[config.mk]
export PLATFORM = sky130hd
export DESIGN_NAME = adc_conv_dev_flat
export DESIGN_NICKNAME = d
export VERILOG_FILES = /design/src/hdl/adc_link_pkg.sv /design/src/hdl/adc_link_if.sv /design/src/hdl/adc_conv_dev.sv /design/src/flat_wrapper.sv
export VERILOG_INCLUDE_DIRS = /design/src /design/src/hdl
export SDC_FILE = /design/constraint.sdc
export NUM_CORES = 1
export LEC_CHECK = 0
export BUFFER_PORTS_ARGS = -buffer_cell sky130_fd_sc_hd__buf_2
export CORE_ASPECT_RATIO = 0.6
export CORE_MARGIN = 2
export CORE_UTILIZATION = 53
export CTS_CLUSTER_SIZE = 28
export DETAILED_ROUTE_END_ITERATION = 8
export PLACE_DENSITY = 0.75
export SYNTH_ARGS = -nofsm -noshare
export SYNTH_HDL_FRONTEND = slang
export SYNTH_SLANG_ARGS = --single-unit
[constraint.sdc]
create_clock -name CORE_CLK -period 1.8 [get_ports CORE_CLK]
set_input_delay 0.18 -clock CORE_CLK [delete_from_list [all_inputs] [get_ports CORE_CLK]]
set_output_delay 0.18 -clock CORE_CLK [all_outputs]
set_load 0.02 [all_outputs]
[src/hdl/adc_link_defines.svh]
/*
  Constants for the converter control and serial link: timing counts,
  command codes and reset values.
  Assumes a single 250 MHz core clock on each end.
*/
`ifndef ADC_LINK_DEFINES_SVH
`define ADC_LINK_DEFINES_SVH

`define CLK_NS           4
`define T_CONV_VOLT_NS   9000
`define T_CONV_TEMP_NS   27000
`define T_POWER_UP_NS    2000
`define T_CONV_PULSE_NS  20
`define T_SCLK_HALF_NS   64
// Cycles from a pin edge to its edge strobe behind the synchroniser
`define SYNC_CYC         5
// Longest times round down, least times round up
`define CONV_VOLT_CYC    (`T_CONV_VOLT_NS / `CLK_NS)
`define CONV_TEMP_CYC    (`T_CONV_TEMP_NS / `CLK_NS)
`define POWER_UP_CYC     (`T_POWER_UP_NS / `CLK_NS)
`define CONV_PULSE_CYC   ((`T_CONV_PULSE_NS + `CLK_NS - 1) / `CLK_NS)
`define SCLK_HALF_CYC    ((`T_SCLK_HALF_NS + `CLK_NS - 1) / `CLK_NS)

`define RES_BITS         10
`define CNT_W            13
`define CHAN_TEMP        3'h0
`define CHAN_MAX         3'h4
`define CMD_LIMIT        8'h80
`define LIMIT_RST        8'hff
`define CHAN_RST         3'h0
`define RESULT_RST       10'h000
`define CHAN_BITS        5'h08
`define LIMIT_BITS       5'h10

`endif

[src/hdl/adc_link_pkg.sv]
/*
  Types shared by both ends of the converter link.
  Assumes adc_link_defines.svh for all numeric constants.
*/
package adc_link_pkg;
  typedef enum logic [3:0] {
    CV_IDLE  = 4'b0001,
    CV_CONV  = 4'b0010,
    CV_PDOWN = 4'b0100,
    CV_WAKE  = 4'b1000
  } conv_state_t;

  typedef enum logic [7:0] {
    H_IDLE = 8'b0000_0001,
    H_WAKE = 8'b0000_0010,
    H_CVLO = 8'b0000_0100,
    H_SEL  = 8'b0000_1000,
    H_RISE = 8'b0001_0000,
    H_LO   = 8'b0010_0000,
    H_HI   = 8'b0100_0000,
    H_DONE = 8'b1000_0000
  } host_state_t;

  typedef logic [9:0] result_t;
endpackage

[src/hdl/adc_link_if.sv]
/*
  Pin-level link between the converter and its host.
  Assumes the bench resolves the data output from its enable.
*/
`timescale 1ns/1ps
interface adc_link_if;
  logic convert_start_n;  // Start, falling edge
  logic busy;             // Conversion running
  logic over_temp_flag_n; // Over-temperature, low active
  logic cs_n;             // Chip select
  logic rd_wr;            // 1 read, 0 write
  logic sclk;             // Serial clock
  logic din;              // Host to device data
  logic dout;             // Device to host data
  logic dout_oe;          // Device drives dout

  modport dev  (input convert_start_n, cs_n, rd_wr, sclk, din,
                output busy, over_temp_flag_n, dout, dout_oe);
  modport host (output convert_start_n, cs_n, rd_wr, sclk, din,
                input busy, over_temp_flag_n, dout, dout_oe);
endinterface

[src/hdl/adc_conv_dev.sv]
/*
  Device end: conversion sequencing, power-down, over-temperature flag
  and serial port. The converter core is outside; its code arrives on
  CORE_CODE and is taken when a conversion ends.
  Assumes link pins are asynchronous to CORE_CLK.
*/
`timescale 1ns/1ps
`include "adc_link_defines.svh"
module adc_conv_dev #(
  parameter int unsigned TEMP_CONV_CYC = `CONV_TEMP_CYC
) (
  input  wire logic                 CORE_CLK,   // 250 MHz clock
  input  wire logic                 RST,        // Sync reset, high
  adc_link_if.dev                   LINK,       // Pins to host
  input  wire adc_link_pkg::result_t CORE_CODE, // Code from core
  output logic                      TRACK_HOLD, // 1 while holding
  output logic                      POWER_DOWN, // 1 while powered down
  output logic [2:0]                SEL_CHAN,   // Channel in use
  output adc_link_pkg::result_t     RESULT      // Last result
);
  import adc_link_pkg::*;

  // ------------------------------------------------------------
  // Pin synchronisers
  // ------------------------------------------------------------
  // Bit order: 0 start, 1 select, 2 read/write, 3 sclk, 4 din
  logic [4:0] s1_q, s2_q, s3_q, filt_q, prev_q;
  logic [4:0] filt_d;

  always_comb begin
    // Change is accepted only once stages two and three agree
    filt_d = ((s2_q ~^ s3_q) & s2_q) | ((s2_q ^ s3_q) & filt_q);
  end

  always_ff @(posedge CORE_CLK) begin
    if (RST) begin
      s1_q   <= 5'h1f;
      s2_q   <= 5'h1f;
      s3_q   <= 5'h1f;
      filt_q <= 5'h1f;
      prev_q <= 5'h1f;
    end else begin
      s1_q   <= {LINK.din, LINK.sclk, LINK.rd_wr, LINK.cs_n, LINK.convert_start_n};
      s2_q   <= s1_q;
      s3_q   <= s2_q;
      filt_q <= filt_d;
      prev_q <= filt_q;
    end
  end

  logic start_fall, start_rise, start_lvl;
  logic sel, cs_rise, rw_rise, rw_fall, sck_rise, sck_fall, din_lvl;

  assign start_lvl  = filt_q[0];
  assign start_fall = prev_q[0] & ~filt_q[0];
  assign start_rise = ~prev_q[0] & filt_q[0];
  assign sel        = ~filt_q[1];
  assign cs_rise    = ~prev_q[1] & filt_q[1];
  assign rw_rise    = ~prev_q[2] & filt_q[2];
  assign rw_fall    = prev_q[2] & ~filt_q[2];
  assign sck_rise   = ~prev_q[3] & filt_q[3];
  assign sck_fall   = prev_q[3] & ~filt_q[3];
  assign din_lvl    = filt_q[4];

  // ------------------------------------------------------------
  // Conversion sequencer
  // ------------------------------------------------------------
  conv_state_t        st_q, st_d;
  logic [`CNT_W-1:0]  cnt_q, cnt_d;
  logic               busy_q, busy_d, hold_q, hold_d, pd_q, pd_d;
  logic               oti_n_q, oti_n_d;
  logic [2:0]         cchan_q, cchan_d;
  result_t            res_q, res_d;
  logic               read_end;
  logic [2:0]         chan_q;
  logic [7:0]         limit_q;

  function automatic logic [`CNT_W-1:0] conv_len(input logic [2:0] ch);
    if (ch == `CHAN_TEMP)
      conv_len = `CNT_W'(TEMP_CONV_CYC - 1);
    else
      conv_len = `CNT_W'(`CONV_VOLT_CYC - 1);
  endfunction

  always_comb begin
    st_d    = st_q;
    cnt_d   = cnt_q;
    busy_d  = busy_q;
    hold_d  = hold_q;
    pd_d    = pd_q;
    cchan_d = cchan_q;
    res_d   = res_q;
    oti_n_d = oti_n_q;
    if (read_end)
      oti_n_d = 1'b1;
    unique case (st_q)
      CV_IDLE: begin
        if (start_fall) begin
          st_d    = CV_CONV;
          cnt_d   = conv_len(chan_q);
          cchan_d = chan_q;
          busy_d  = 1'b1;
          hold_d  = 1'b1;
        end
      end
      CV_CONV: begin
        if (cnt_q != '0) begin
          cnt_d = cnt_q - `CNT_W'(1);
        end else begin
          busy_d = 1'b0;
          hold_d = 1'b0;
          res_d  = CORE_CODE;
          // Set wins over a read ending in the same cycle
          if (cchan_q == `CHAN_TEMP && CORE_CODE[9:2] > limit_q)
            oti_n_d = 1'b0;
          if (!start_lvl) begin
            st_d = CV_PDOWN;
            pd_d = 1'b1;
          end else begin
            st_d = CV_IDLE;
          end
        end
      end
      CV_PDOWN: begin
        if (start_rise) begin
          st_d  = CV_WAKE;
          // Rise is seen late; count that off so wake ends in time
          cnt_d = `CNT_W'(`POWER_UP_CYC - 1 - `SYNC_CYC);
        end
      end
      CV_WAKE: begin
        // Start edges during wake-up are dropped: the core is not ready
        if (cnt_q != '0) begin
          cnt_d = cnt_q - `CNT_W'(1);
        end else begin
          st_d = CV_IDLE;
          pd_d = 1'b0;
        end
      end
    endcase
  end

  always_ff @(posedge CORE_CLK) begin
    if (RST) begin
      st_q    <= CV_IDLE;
      cnt_q   <= '0;
      busy_q  <= 1'b0;
      hold_q  <= 1'b0;
      pd_q    <= 1'b0;
      cchan_q <= `CHAN_RST;
      res_q   <= `RESULT_RST;
      oti_n_q <= 1'b1;
    end else begin
      st_q    <= st_d;
      cnt_q   <= cnt_d;
      busy_q  <= busy_d;
      hold_q  <= hold_d;
      pd_q    <= pd_d;
      cchan_q <= cchan_d;
      res_q   <= res_d;
      oti_n_q <= oti_n_d;
    end
  end

  // ------------------------------------------------------------
  // Serial port
  // ------------------------------------------------------------
  logic [15:0] wsh_q, wsh_d;
  logic [4:0]  bits_q, bits_d;
  result_t     rsh_q, rsh_d;
  logic        dout_q, dout_d, oe_q, oe_d;
  logic [2:0]  chan_d;
  logic [7:0]  limit_d;
  logic        commit;

  assign read_end = sel & rw_rise;
  assign commit   = read_end | cs_rise;

  always_comb begin
    wsh_d   = wsh_q;
    bits_d  = bits_q;
    rsh_d   = rsh_q;
    dout_d  = dout_q;
    oe_d    = oe_q;
    chan_d  = chan_q;
    limit_d = limit_q;
    if (commit) begin
      if (bits_q == `CHAN_BITS && wsh_q[7:0] <= {5'h00, `CHAN_MAX})
        chan_d = wsh_q[2:0];
      if (bits_q == `LIMIT_BITS && wsh_q[15:8] == `CMD_LIMIT)
        limit_d = wsh_q[7:0];
      bits_d = '0;
    end
    if (cs_rise || (sel && rw_fall))
      oe_d = 1'b0;
    if (sel && rw_fall)
      bits_d = '0;
    if (read_end) begin
      rsh_d  = res_q;
      dout_d = res_q[9];
      oe_d   = 1'b1;
    end
    if (sel && !filt_q[2] && sck_rise) begin
      wsh_d = {wsh_q[14:0], din_lvl};
      if (bits_q != 5'h1f)
        bits_d = bits_q + 5'h01;
    end
    if (sel && filt_q[2] && oe_q && sck_fall) begin
      rsh_d  = {rsh_q[8:0], 1'b0};
      dout_d = rsh_q[8];
    end
  end

  always_ff @(posedge CORE_CLK) begin
    if (RST) begin
      wsh_q   <= 16'h0000;
      bits_q  <= 5'h00;
      rsh_q   <= `RESULT_RST;
      dout_q  <= 1'b0;
      oe_q    <= 1'b0;
      chan_q  <= `CHAN_RST;
      limit_q <= `LIMIT_RST;
    end else begin
      wsh_q   <= wsh_d;
      bits_q  <= bits_d;
      rsh_q   <= rsh_d;
      dout_q  <= dout_d;
      oe_q    <= oe_d;
      chan_q  <= chan_d;
      limit_q <= limit_d;
    end
  end

  assign LINK.busy             = busy_q;
  assign LINK.over_temp_flag_n = oti_n_q;
  assign LINK.dout             = dout_q;
  assign LINK.dout_oe          = oe_q;
  assign TRACK_HOLD            = hold_q;
  assign POWER_DOWN            = pd_q;
  assign SEL_CHAN              = chan_q;
  assign RESULT                = res_q;
endmodule

[src/flat_wrapper.sv]
// flat-port wrapper written by rule: the top's interface ports become plain ports
module adc_conv_dev_flat import adc_link_pkg::*;
#(
  parameter int unsigned TEMP_CONV_CYC = `CONV_TEMP_CYC
)
  (CORE_CLK, RST, CORE_CODE, TRACK_HOLD, POWER_DOWN, SEL_CHAN, RESULT, LINK_convert_start_n, LINK_cs_n, LINK_rd_wr, LINK_sclk, LINK_din, LINK_busy, LINK_over_temp_flag_n, LINK_dout, LINK_dout_oe);
  adc_link_if LINK_i ();
  input  wire logic CORE_CLK;
  input  wire logic RST;
  input  wire adc_link_pkg::result_t CORE_CODE;
  output logic TRACK_HOLD;
  output logic POWER_DOWN;
  output logic [2:0] SEL_CHAN;
  output adc_link_pkg::result_t RESULT;
  input wire logic [$bits(LINK_i.convert_start_n)-1:0] LINK_convert_start_n;
  input wire logic [$bits(LINK_i.cs_n)-1:0] LINK_cs_n;
  input wire logic [$bits(LINK_i.rd_wr)-1:0] LINK_rd_wr;
  input wire logic [$bits(LINK_i.sclk)-1:0] LINK_sclk;
  input wire logic [$bits(LINK_i.din)-1:0] LINK_din;
  output wire logic [$bits(LINK_i.busy)-1:0] LINK_busy;
  output wire logic [$bits(LINK_i.over_temp_flag_n)-1:0] LINK_over_temp_flag_n;
  output wire logic [$bits(LINK_i.dout)-1:0] LINK_dout;
  output wire logic [$bits(LINK_i.dout_oe)-1:0] LINK_dout_oe;
  assign LINK_i.convert_start_n = LINK_convert_start_n;
  assign LINK_i.cs_n = LINK_cs_n;
  assign LINK_i.rd_wr = LINK_rd_wr;
  assign LINK_i.sclk = LINK_sclk;
  assign LINK_i.din = LINK_din;
  assign LINK_busy = LINK_i.busy;
  assign LINK_over_temp_flag_n = LINK_i.over_temp_flag_n;
  assign LINK_dout = LINK_i.dout;
  assign LINK_dout_oe = LINK_i.dout_oe;
  adc_conv_dev #(.TEMP_CONV_CYC(TEMP_CONV_CYC)) u_core (.CORE_CLK(CORE_CLK), .RST(RST), .LINK(LINK_i), .CORE_CODE(CORE_CODE), .TRACK_HOLD(TRACK_HOLD), .POWER_DOWN(POWER_DOWN), .SEL_CHAN(SEL_CHAN), .RESULT(RESULT));
endmodule
# Word-level counts from Yosys, hierarchy flattened
# Index checks and enable logic that the tools add are counted.
classes:
  addsub: 2
  mul: 0
  div_mod_pow: 0
  magnitude_cmp: 2
  n_eq_ne: 14
  shift: 0
  muxes: 31
  bitwise: 23
  n_reduce_logical: 28
ops:
  columns: ["op", "n"]
  rows:
  - ["two-way mux 13 bit", 4]
  - ["one-hot mux 13 bit (3 select lines)", 1]
  - ["two-way mux 5 bit", 4]
  - ["two-way mux 9 bit", 2]
  - ["two-way mux 4 bit", 4]
  - ["one-hot mux 4 bit (4 select lines)", 1]
  - ["nonzero test 13 bit", 1]
  - ["subtractor 13 x 1 -> 13 bit, second input constant", 1]
  - ["two-way mux 1 bit", 12]
  - ["bitwise AND 5 bit", 2]
  - ["logical AND 1 bit", 9]
  - ["NOT 1 bit", 9]
  - ["bitwise AND 1 bit", 8]
  - ["== test 8 bit, second input constant", 1]
  - ["> comparator 8 bit", 1]
  - ["<= comparator 8 x 3 -> 1 bit, second input constant", 1]
  - ["AND reduction 2 bit", 4]
  - ["AND reduction 4 bit", 2]
  - ["nonzero test 2 bit", 4]
  - ["zero test 3 bit", 2]
  - ["!= test 2 x 1 -> 1 bit, second input constant", 3]
  - ["!= test 2 bit, second input constant", 3]
  - ["AND reduction 3 bit", 2]
  - ["adder 5 x 1 -> 5 bit, second input constant", 1]
  - ["other kinds (16)", 18]
totals:
  ff_bits: 100
  latch_bits: 0
  ramBits: 0
  romBits: 0
  in_bits: 17
  out_inout_bits: 19
  word_cells: 120
  memories: 0

# Depth between registers and ports, before layout
# Gate-level depths: netlist of the first run.
logic_depth:
  ltp_word: 8
  depth_mapped: 8

# Worst setup path before layout of the first run
# OpenSTA, ideal clock, no wires.
synth_timing:
  path_type: "reg2reg"
  startpoint: "register u_core.cnt_q[0]"
  endpoint: "register u_core.cnt_q[0]"
  arrival_ns: 1.845
  slack_ns: -0.162
  stages_incl_launch_ff: 8
  path_buffers: 0
  path_cell_list: "dfxtp_1 > inv_1 > ha_1 > or4b_4 > or4_4 > nor2_4 > nor2_2 > a32o_1"
synth_between:
  elab_chain_cells: 3
  elab_cells_between_ends: 6
  cone_classes: "add/sub: 1; eq/ne: 1; mux: 2; reduce/logical: 2"
synth_lines:
  columns: ["item", "line_no", "source"]
  rows:
  - ["start: declaration", "adc_conv_dev.sv:69", "logic [`CNT_W-1:0] cnt_q, cnt_d;"]
  - ["start signal: assignment", "adc_conv_dev.sv:155", "cnt_q <= cnt_d;"]
  - ["subtractor 13 x 1 -> 13 bit or nonzero test 13 bit (tied branches)", null, null]
  - ["two-way mux 13 bit or != test 2 x 1 -> 1 bit (tied branches)", null, null]
  - ["one-hot mux 13 bit (3 select lines) or AND reduction 3 bit (tied branches)", null, null]
# Several ways; a longest one is shown, not always the timed one. The select of a mux whose other input is x is not followed.
# A chain may end at the register's enable or synchronous reset.

# Final worst setup path of the first run
layout_timing:
  startpoint: "register u_core.cnt_q[1]"
  endpoint: "register u_core.cnt_q[2]"
# The elaborated chain is that of the path after synthesis.

==> out/metrics.yaml, run 1 <==
outcome:
  run_status: "finished, violations left"
  violations: "negative setup slack"
critical_path:
  startpoint: "u_core.cnt_q[1]"
  critPathKind: "register to register"
  r2r_slack_ns: -0.26
  crit_chain: "inv_2 > ha_1 > or4b_4 > or4_4 > nor2_4 > nor2_4 > a311oi_1"
  r2r-start: "u_core.cnt_q[1]"
  arrival_ns: 2.31
  rr_endpoint: "u_core.cnt_q[2]"
  cpMostUsedCell: "nor2_4"
  critPathLaunchType: "register"
  worst-endpoint-required_ns: 2.05
  crit_fanout: 4
  critPathTopFamily: "simple AND/OR/NAND/NOR gates"
  end_kind: "register"
  crit_buf_inv: 1
  cp_num_cells: 7
  cpPeakStageDelay_ns: 0.49
  crit_slowest_cell: "or4b_4"
  reg2reg_depth: 7
  endpoint: "u_core.cnt_q[2]"
logic_synthesis:
  synth-seq-cells: 100
  async_flop_share: 0
  syn_inst: 502
  synthDistinctLibCells: 54
  yosys_warnings: 0
  netlist_area_sq_um: 4370
  synthFlopType: "dfxtp_1"
  syn_area_per_cell_sq_um: 8.71
  synth_top_area_cell: "dfxtp_1"
  synth-edff-count: 0
  synth.area.top_cells: "dfxtp_1 46%, nand2_1 6.5%, a21oi_1 5.3%, ha_1 5.1%, or2_2 3.1%"
  synth_top_area_frac: 0.458
  yosysSeqAreaShare: 0.458
  syn_nets: 537
clock_network:
  clockBufferDepth: 2
  numCtsBuffers: 9
  htree_levels: 3
  ctsRootBufferMaster: "clkbuf_16"
  clk_pin_slew_ns: 0.07
  cts_sinks: 100
  cts_tree: "done"
  clk_latency_ns: 0.34
finish:
  fillers: 631
  layout_commonest_cell: "dfxtp_1"
  layout_common_cells: "98 x dfxtp_1, 70 x nand2_1, 49 x buf_4"
  antenna_cells: 0
  multi_input_area_sq_um: 2370
  ff_latch_area_sq_um: 2000
  nets: 613
  syn2layout_area_growth_pct: 25.8
  postLayoutCellArea_sq_um: 5500
  drive_gt1_frac: 0.300
die:
  io_pins: 36
  core-area_sq_um: 7950
  dieHeight_um: 74.4
  start_util: 0.551
  fp.dieW_um: 121
  die-area_sq_um: 9020
  rows: 25
placement:
  pre_cts_ws_ns: -0.254
  hpwlAfterDp_um: 7350
  portBuffers: 35
  place_area_sq_um: 4970
  globalplace.congestion: 0.944
global_route:
  busiest_layer: "met2"
  grt.total_usage: 0.241
  use_met3: 0.0736
  grtUsageMet1: 0.331
  grt_start_max_net_pins: 74
  use_met2: 0.371
  grt_pass1_wl_um: 17100
  antenna_found_initial: 0
  grt_overflow_total: 0
  grt_pass1_vias: 3544
detailed_routing:
  firstDrtPassIters: 5
  first_iter_violations: 324
  totalWireLength_um: 10600
  vias_per_cell: 5.70
  ant_nets: 0
  num_vias: 3941
  drc: 0
  routedWlPerCell_um: 15.4
sta:
  clock_skew_ns: 0.00527
  setup_ws_ns: -0.262
  layout_min_cycle_time_ns: 2.06
  grt_setup_unrepaired: "true"
  period_share: 1.15
  hold_viol_final: 0
  maxSlewHeadroom: 0.694
  worst_pin_slew_ns: 0.454
  clock.fmax_ghz: 0.485
  setup_viol: 29
  drv_slew: 0
power:
  p_leak_nw: 2.18
  p_per_area_nw_per_um2: 945
  design_power_total_mw: 5.20
  ir_drop_mv: 0.641
flow_run:
  drv_cap: 0
min_path:
  min_path_type: "input pin to register"
  hold_depth: 2
how the worst min path moves through the flow:
stage	start	endpoint	slack (ns)
2_1_floorplan	LINK_convert_start_n	u_core.s1_q[0]	0.28
3_3_place_gp	LINK_din	u_core.s1_q[4]	0.36
3_5_place_dp	LINK_cs_n	u_core.s1_q[1]	0.36
4_1_cts	LINK_din	u_core.s1_q[4]	0.0006
5_1_grt	LINK_din	u_core.s1_q[4]	0.003
6_report	LINK_din	u_core.s1_q[4]	0.01
logic make-up after synthesis:
| family | count (synthesis) | synth area share |
|---|---|---|
| xor+xnor | 3 | 0.00601 |
| buf+inv | 44 | 0.0409 |
| mux | 14 | 0.0323 |
| compound gates | 117 | 0.170 |
| simple gates | 205 | 0.239 |
| fa+ha+maj | 19 | 0.0538 |
| flops | 100 | 0.458 |
repair_timing:
| action | CTS | global route |
|---|---|---|
| hold buffers | 1 | 0 |
| resized for setup | 18 | 29 |
| pin swaps | 12 | 16 |
| endpoints found under the hold margin | 1 | 0 |
| setup endpoints to repair | 37 | 40 |
| cloned | 1 | 0 |
| setup buffers | 7 | 1 |
stage by stage:
stage	std cells	setup TNS [ns]	util	hold WS, ns
after detailed placement	667	-3.24	0.626	0.365
after global placement	667	-2.01	0.626	0.363
after global routing	691	-6.48	0.693	0.00282
after CTS	692	-3.51	0.679	0.000577
final	691	-3.68	0.693	0.0108
after floorplan	502	-0.656	-	0.284
sequential cells by signal, summed over array words and instances, names as in the netlist, 5 cells and up:
register	count
u_core.RESULT	10
u_core.wsh_q	16
u_core.limit_q	8
u_core.s1_q	5
u_core.rsh_q	9
u_core.cnt_q	13
u_core.s2_q	5
u_core.bits_q	5
u_core.s3_q	5
u_core.filt_q	5
routing by layer:
layer | vias to the layer above | part of all wire
li1 | 1928 | -
met1 | 1869 | 0.47
met2 | 133 | 0.45
met3 | 11 | 0.073
met4 | 0 | 0.010
met5 | - | 0
power breakdown:
group	internal (mW)	total [mW]	switching, mW	leakage, nW
clock	0.977	1.80	0.827	0.132
combinational	0.493	1.04	0.545	1.23
sequential	2.30	2.36	0.0612	0.814
cell type report:
type,instances,area share
Clock buffer,11,0.0441
Clock inverter,5,0.00682
Inverter,18,0.0123
Multi-Input combinational cell,358,0.430
Sequential cell,100,0.364
Tap cell,108,0.0246
Timing Repair Buffer,91,0.118
synthesized netlist by cell type (10+ instances only):
cell type / n
a211oi_1: 12
a21oi_1: 46
clkbuf_1: 17
dfxtp_1: 100
ha_1: 18
inv_1: 18
mux2i_1: 13
nand2_1: 76
nor2_1: 35
nor3_1: 10
o211ai_1: 11
o21ai_0: 12
or2_2: 22
worst register-to-register path, cell delays in order, from the launching register on:
cell      delay (ns)
dfxtp_2         0.34
inv_2           0.05
ha_1            0.12
or4b_4          0.49
or4_4           0.47
nor2_4          0.16
nor2_4          0.07
a311oi_1        0.26
Power figures use the tool's default switching activity.
==> run 2, diff against run 1 <==
--- a/config.mk
+++ b/config.mk
@@ -16,3 +16,4 @@
 export SYNTH_ARGS = -nofsm -noshare
 export SYNTH_HDL_FRONTEND = slang
 export SYNTH_SLANG_ARGS = --single-unit
+export TNS_END_PERCENT = 100
==> constraint.sdc (replaced) <==
create_clock -name CORE_CLK -period 1.85 [get_ports CORE_CLK]
set_input_delay 0.185 -clock CORE_CLK [delete_from_list [all_inputs] [get_ports CORE_CLK]]
set_output_delay 0.185 -clock CORE_CLK [all_outputs]
set_load 0.02 [all_outputs]
==> run 2 against run 1 <==
Against the previous run:
- the flow still finishes with violations (negative setup slack)
- flip-flop and latch count unchanged
- via count decreased by 0.46%
- critical path type unchanged
- sequential share of layout area increased by 0.15 points
==> out/metrics.yaml, run 2 (synthesis results as in run 1) <==
finish:
  top_register: "u_core.wsh_q"
  nets: 607
  postLayoutCellArea_sq_um: 5480
  syn2layout_area_growth_pct: 25.2
  fin_cells: 685
  layout_commonest_cell: "dfxtp_1"
  antenna_cells: 0
  post-route-util: 0.689
  layout_common_cells: "99 x dfxtp_1, 62 x nand2_1, 42 x buf_4"
  fillers: 621
  largest_reg_flops: 16
  drive_gt1_frac: 0.314
critical_path:
  reg2reg_depth: 7
  arrival_ns: 2.33
  critPathKind: "register to register"
  critPathLaunchType: "register"
  end_kind: "register"
  crit_fanout: 4
  worst-endpoint-required_ns: 2.11
global_route:
  grt_overflow_total: 0
  grt_start_max_net_pins: 45
  grt.total_usage: 0.253
  grt_pass1_wl_um: 17700
  grt_pass1_vias: 3590
  antenna_found_initial: 0
sta:
  setup_ws_ns: -0.226
  worst_pin_slew_ns: 0.550
  hold_viol_final: 0
  grt_setup_unrepaired: "true"
  layout_min_cycle_time_ns: 2.08
  drv_slew: 0
  clock.fmax_ghz: 0.482
  maxSlewHeadroom: 0.630
  clock_skew_ns: 0.00597
  period_share: 1.12
  fin_hold_ws_ns: 0.0174
  setup_viol: 27
  timing.setup.tns_ns: -2.40
power:
  comb_power_share: 0.200
  cell_internal_pwr_mw: 3.63
  p_leak_nw: 2.15
  p_switching_mw: 1.48
  ir_drop_mv: 0.562
  design_power_total_mw: 5.11
  p_sw_frac: 0.289
  sequentialPowerShare: 0.450
  clockPowerShare: 0.350
  p_per_area_nw_per_um2: 933
die:
  die-area_sq_um: 9020
  io_pins: 36
  core-area_sq_um: 7950
  fp.dieW_um: 121
  rows: 25
  start_util: 0.551
  dieHeight_um: 74.4
detailed_routing:
  firstDrtPassIters: 5
  totalWireLength_um: 11200
  routedWlPerCell_um: 16.3
  ant_nets: 0
  first_iter_violations: 421
  vias_per_cell: 5.73
  num_vias: 3923
  drc: 0
clock_network:
  cts_tree: "done"
  clockBufferDepth: 2
  htree_levels: 3
  cts_sinks: 100
  numCtsBuffers: 9
  clk_pin_slew_ns: 0.07
  clk_latency_ns: 0.35
  ctsRootBufferMaster: "clkbuf_16"
placement:
  dp.cells: 663
  globalplace.congestion: 0.932
  place_area_sq_um: 4910
  portBuffers: 35
  hpwlAfterDp_um: 7360
  pre_cts_ws_ns: -0.231
flow_run:
  drv_cap: 0
outcome:
  violations: "negative setup slack"
  run_status: "finished, violations left"
min_path:
  min_path_type: "input pin to register"
  hold_depth: 2
## run 2: power by group through the flow
stage / clock network [mW] / registers, mW / logic, mW
finish: 1.79 / 2.30 / 1.02
global route: 1.92 / 2.30 / 1.09
CTS: 1.82 / 2.29 / 0.927
detailed placement: 0 / 2.34 / 0.840
global placement: 0 / 2.34 / 0.811
floorplan: 0 / 2.34 / 0.506
## run 2: worst paths after layout
path | startpoint | slack [ns] | end
worst min register to register | u_core.s1_q[1] | 0.41 | u_core.s2_q[1]
worst min-delay path | LINK_cs_n | 0.02 | u_core.s1_q[1]
worst max register to register | u_core.cnt_q[0] | -0.23 | u_core.cnt_q[2]
worst max-delay path | u_core.cnt_q[0] | -0.23 | u_core.cnt_q[2]
## run 2: metal layers
layer | vias up | wire [um] | GRT usage
met1 | 1876 | 5250 | 0.338
met2 | 123 | 5070 | 0.412
li1 | 1910 | - | -
met5 | - | 0 | 0
met3 | 14 | 722 | 0.0698
met4 | 0 | 123 | 0.0639
## run 2: timing repair
action | 4_1_cts | 5_1_grt
setup endpoints to repair | 34 | 36
buffers inserted | 4 | 0
endpoints found under the hold margin | 0 | 0
pin swaps | 27 | 1
gates cloned | 2 | 0
hold buffers | 0 | 0
gates resized for setup | 45 | 18
## run 2: layout make-up
| cell class | count | area, sq um | area share |
|---|---|---|---|
| Sequential cell | 100 | 2000 | 0.366 |
| Inverter | 18 | 67.6 | 0.0123 |
| Clock inverter | 7 | 58.8 | 0.0107 |
| Timing Repair Buffer | 85 | 581 | 0.106 |
| Multi-Input combinational cell | 358 | 2410 | 0.439 |
| Tap cell | 108 | 135 | 0.0247 |
| Clock buffer | 9 | 225 | 0.0411 |
## run 2: critical path: stages, from the launching register on
cell      delay [ns]
dfxtp_2         0.33
inv_2           0.07
ha_4            0.13
or4b_4          0.49
or4_4           0.46
nor2_4          0.16
nor2_4          0.07
a311oi_2        0.27
==> run 3, diff against run 2 <==
--- a/config.mk
+++ b/config.mk
@@ -6,12 +6,14 @@
 export SDC_FILE = /design/constraint.sdc
 export NUM_CORES = 1
 export LEC_CHECK = 0
+export ABC_CLOCK_PERIOD_IN_PS = 1850
 export BUFFER_PORTS_ARGS = -buffer_cell sky130_fd_sc_hd__buf_2
 export CORE_ASPECT_RATIO = 0.6
 export CORE_MARGIN = 2
 export CORE_UTILIZATION = 53
 export CTS_CLUSTER_SIZE = 28
 export DETAILED_ROUTE_END_ITERATION = 8
+export MAX_ROUTING_LAYER = met4
 export PLACE_DENSITY = 0.75
 export SYNTH_ARGS = -nofsm -noshare
 export SYNTH_HDL_FRONTEND = slang
==> run 3 against run 2 <==
Against the previous run:
- the flow still finishes with violations (negative setup slack)
- design area fell by 1.3%
- register-to-register slack better by 0.02 ns
- die area is the same
- largest cell class unchanged
==> out/metrics.yaml, run 3 (synthesis results as in run 1) <==
die:
  io_pins: 36
  die-area_sq_um: 9020
  core-area_sq_um: 7950
  start_util: 0.551
  rows: 25
  dieHeight_um: 74.4
  fp.dieW_um: 121
clock_network:
  clk_latency_ns: 0.35
  clockBufferDepth: 2
  ctsRootBufferMaster: "clkbuf_16"
  clk_pin_slew_ns: 0.07
  cts_tree: "done"
  cts_sinks: 100
  htree_levels: 3
  numCtsBuffers: 9
finish:
  layout_common_cells: "98 x dfxtp_1, 72 x nand2_1, 42 x buf_4"
  largest_reg_flops: 16
  postLayoutCellArea_sq_um: 5410
  drive_gt1_frac: 0.288
  post-route-util: 0.680
  nets: 606
  fillers: 643
  fin_cells: 684
  antenna_cells: 0
  top_register: "u_core.wsh_q"
  syn2layout_area_growth_pct: 23.6
  ff_latch_area_sq_um: 2000
  multi_input_area_sq_um: 2340
  layout_commonest_cell: "dfxtp_1"
critical_path:
  crit_fanout: 4
  critPathKind: "register to register"
  end_kind: "register"
  critPathLaunchType: "register"
  worst-endpoint-required_ns: 2.09
  arrival_ns: 2.30
global_route:
  grt_pass1_vias: 3517
  grt.total_usage: 0.253
  grt_start_max_net_pins: 92
  grt_overflow_total: 0
  grt_pass1_wl_um: 17100
  antenna_found_initial: 0
power:
  p_leak_nw: 2.12
  ir_drop_mv: 0.626
  p_per_area_nw_per_um2: 930
  design_power_total_mw: 5.03
detailed_routing:
  vias_per_cell: 5.61
  ant_nets: 0
  totalWireLength_um: 10400
  routedWlPerCell_um: 15.2
  drc: 0
  num_vias: 3838
  firstDrtPassIters: 5
  first_iter_violations: 330
placement:
  portBuffers: 35
  hpwlAfterDp_um: 7160
  dp.cells: 660
  globalplace.congestion: 0.937
  place_area_sq_um: 4900
  pre_cts_ws_ns: -0.225
sta:
  setup_viol: 26
  setup_ws_ns: -0.211
  clock.fmax_ghz: 0.485
  maxSlewHeadroom: 0.616
  period_share: 1.11
  worst_pin_slew_ns: 0.576
  hold_viol_final: 0
  drv_slew: 0
  timing.setup.tns_ns: -2.19
  grt_setup_unrepaired: "true"
  clock_skew_ns: 0.00817
  layout_min_cycle_time_ns: 2.06
  fin_hold_ws_ns: 0.0142
flow_run:
  drv_cap: 0
min_path:
  min_path_type: "input pin to register"
outcome:
  violations: "negative setup slack"
  run_status: "finished, violations left"
## run 3: power by group
group	switching (mW)	internal, mW	leakage, nW
Combinational	0.518	0.458	1.17
Clock	0.833	0.918	0.132
Sequential	0.0650	2.23	0.814
Total	1.42	3.61	2.12
## run 3: what timing repair did
item                                    in CTS  in global routing
pin swaps                                   26                  4
cloned                                       1                  0
buffers inserted                             4                  2
hold buffers                                 0                  1
endpoints found under the setup margin      36                 35
resized for setup                           38                  5
hold endpoints to repair                     0                  1
## run 3: worst max-delay path: stages (launching register included)
cell and delay [ns]:
dfxtp_2 0.33, inv_2 0.07, ha_4 0.12, or4b_4 0.48, or4_4 0.46, nor2_4 0.18, nor2_4 0.08, a32o_1 0.23
## run 3: cell type report
class / instances / area share
Multi-Input combinational cell: 358 / 0.434
Sequential cell: 100 / 0.371
Timing Repair Buffer: 84 / 0.107
Clock buffer: 9 / 0.0417
Tap cell: 108 / 0.0250
Inverter: 18 / 0.0125
Clock inverter: 7 / 0.00949
## run 3: worst paths after layout
path / start / endpoint / slack (ns) / cells after the start
setup / recovery: u_core.cnt_q[0] / u_core.cnt_q[0] / -0.21 / 7
hold / removal: LINK_din / u_core.s1_q[4] / 0.01 / 2
setup reg to reg: u_core.cnt_q[0] / u_core.cnt_q[0] / -0.21 / 7
hold reg to reg: u_core.s1_q[4] / u_core.s2_q[4] / 0.41 / 1
## run 3: per-layer routing
layer	global-route usage	wire length, um	vias to the layer above
met4	0.0511	50	0
met2	0.375	4580	123
met5	-	0	-
met3	0.0805	739	6
met1	0.341	5000	1801
li1	-	-	1908
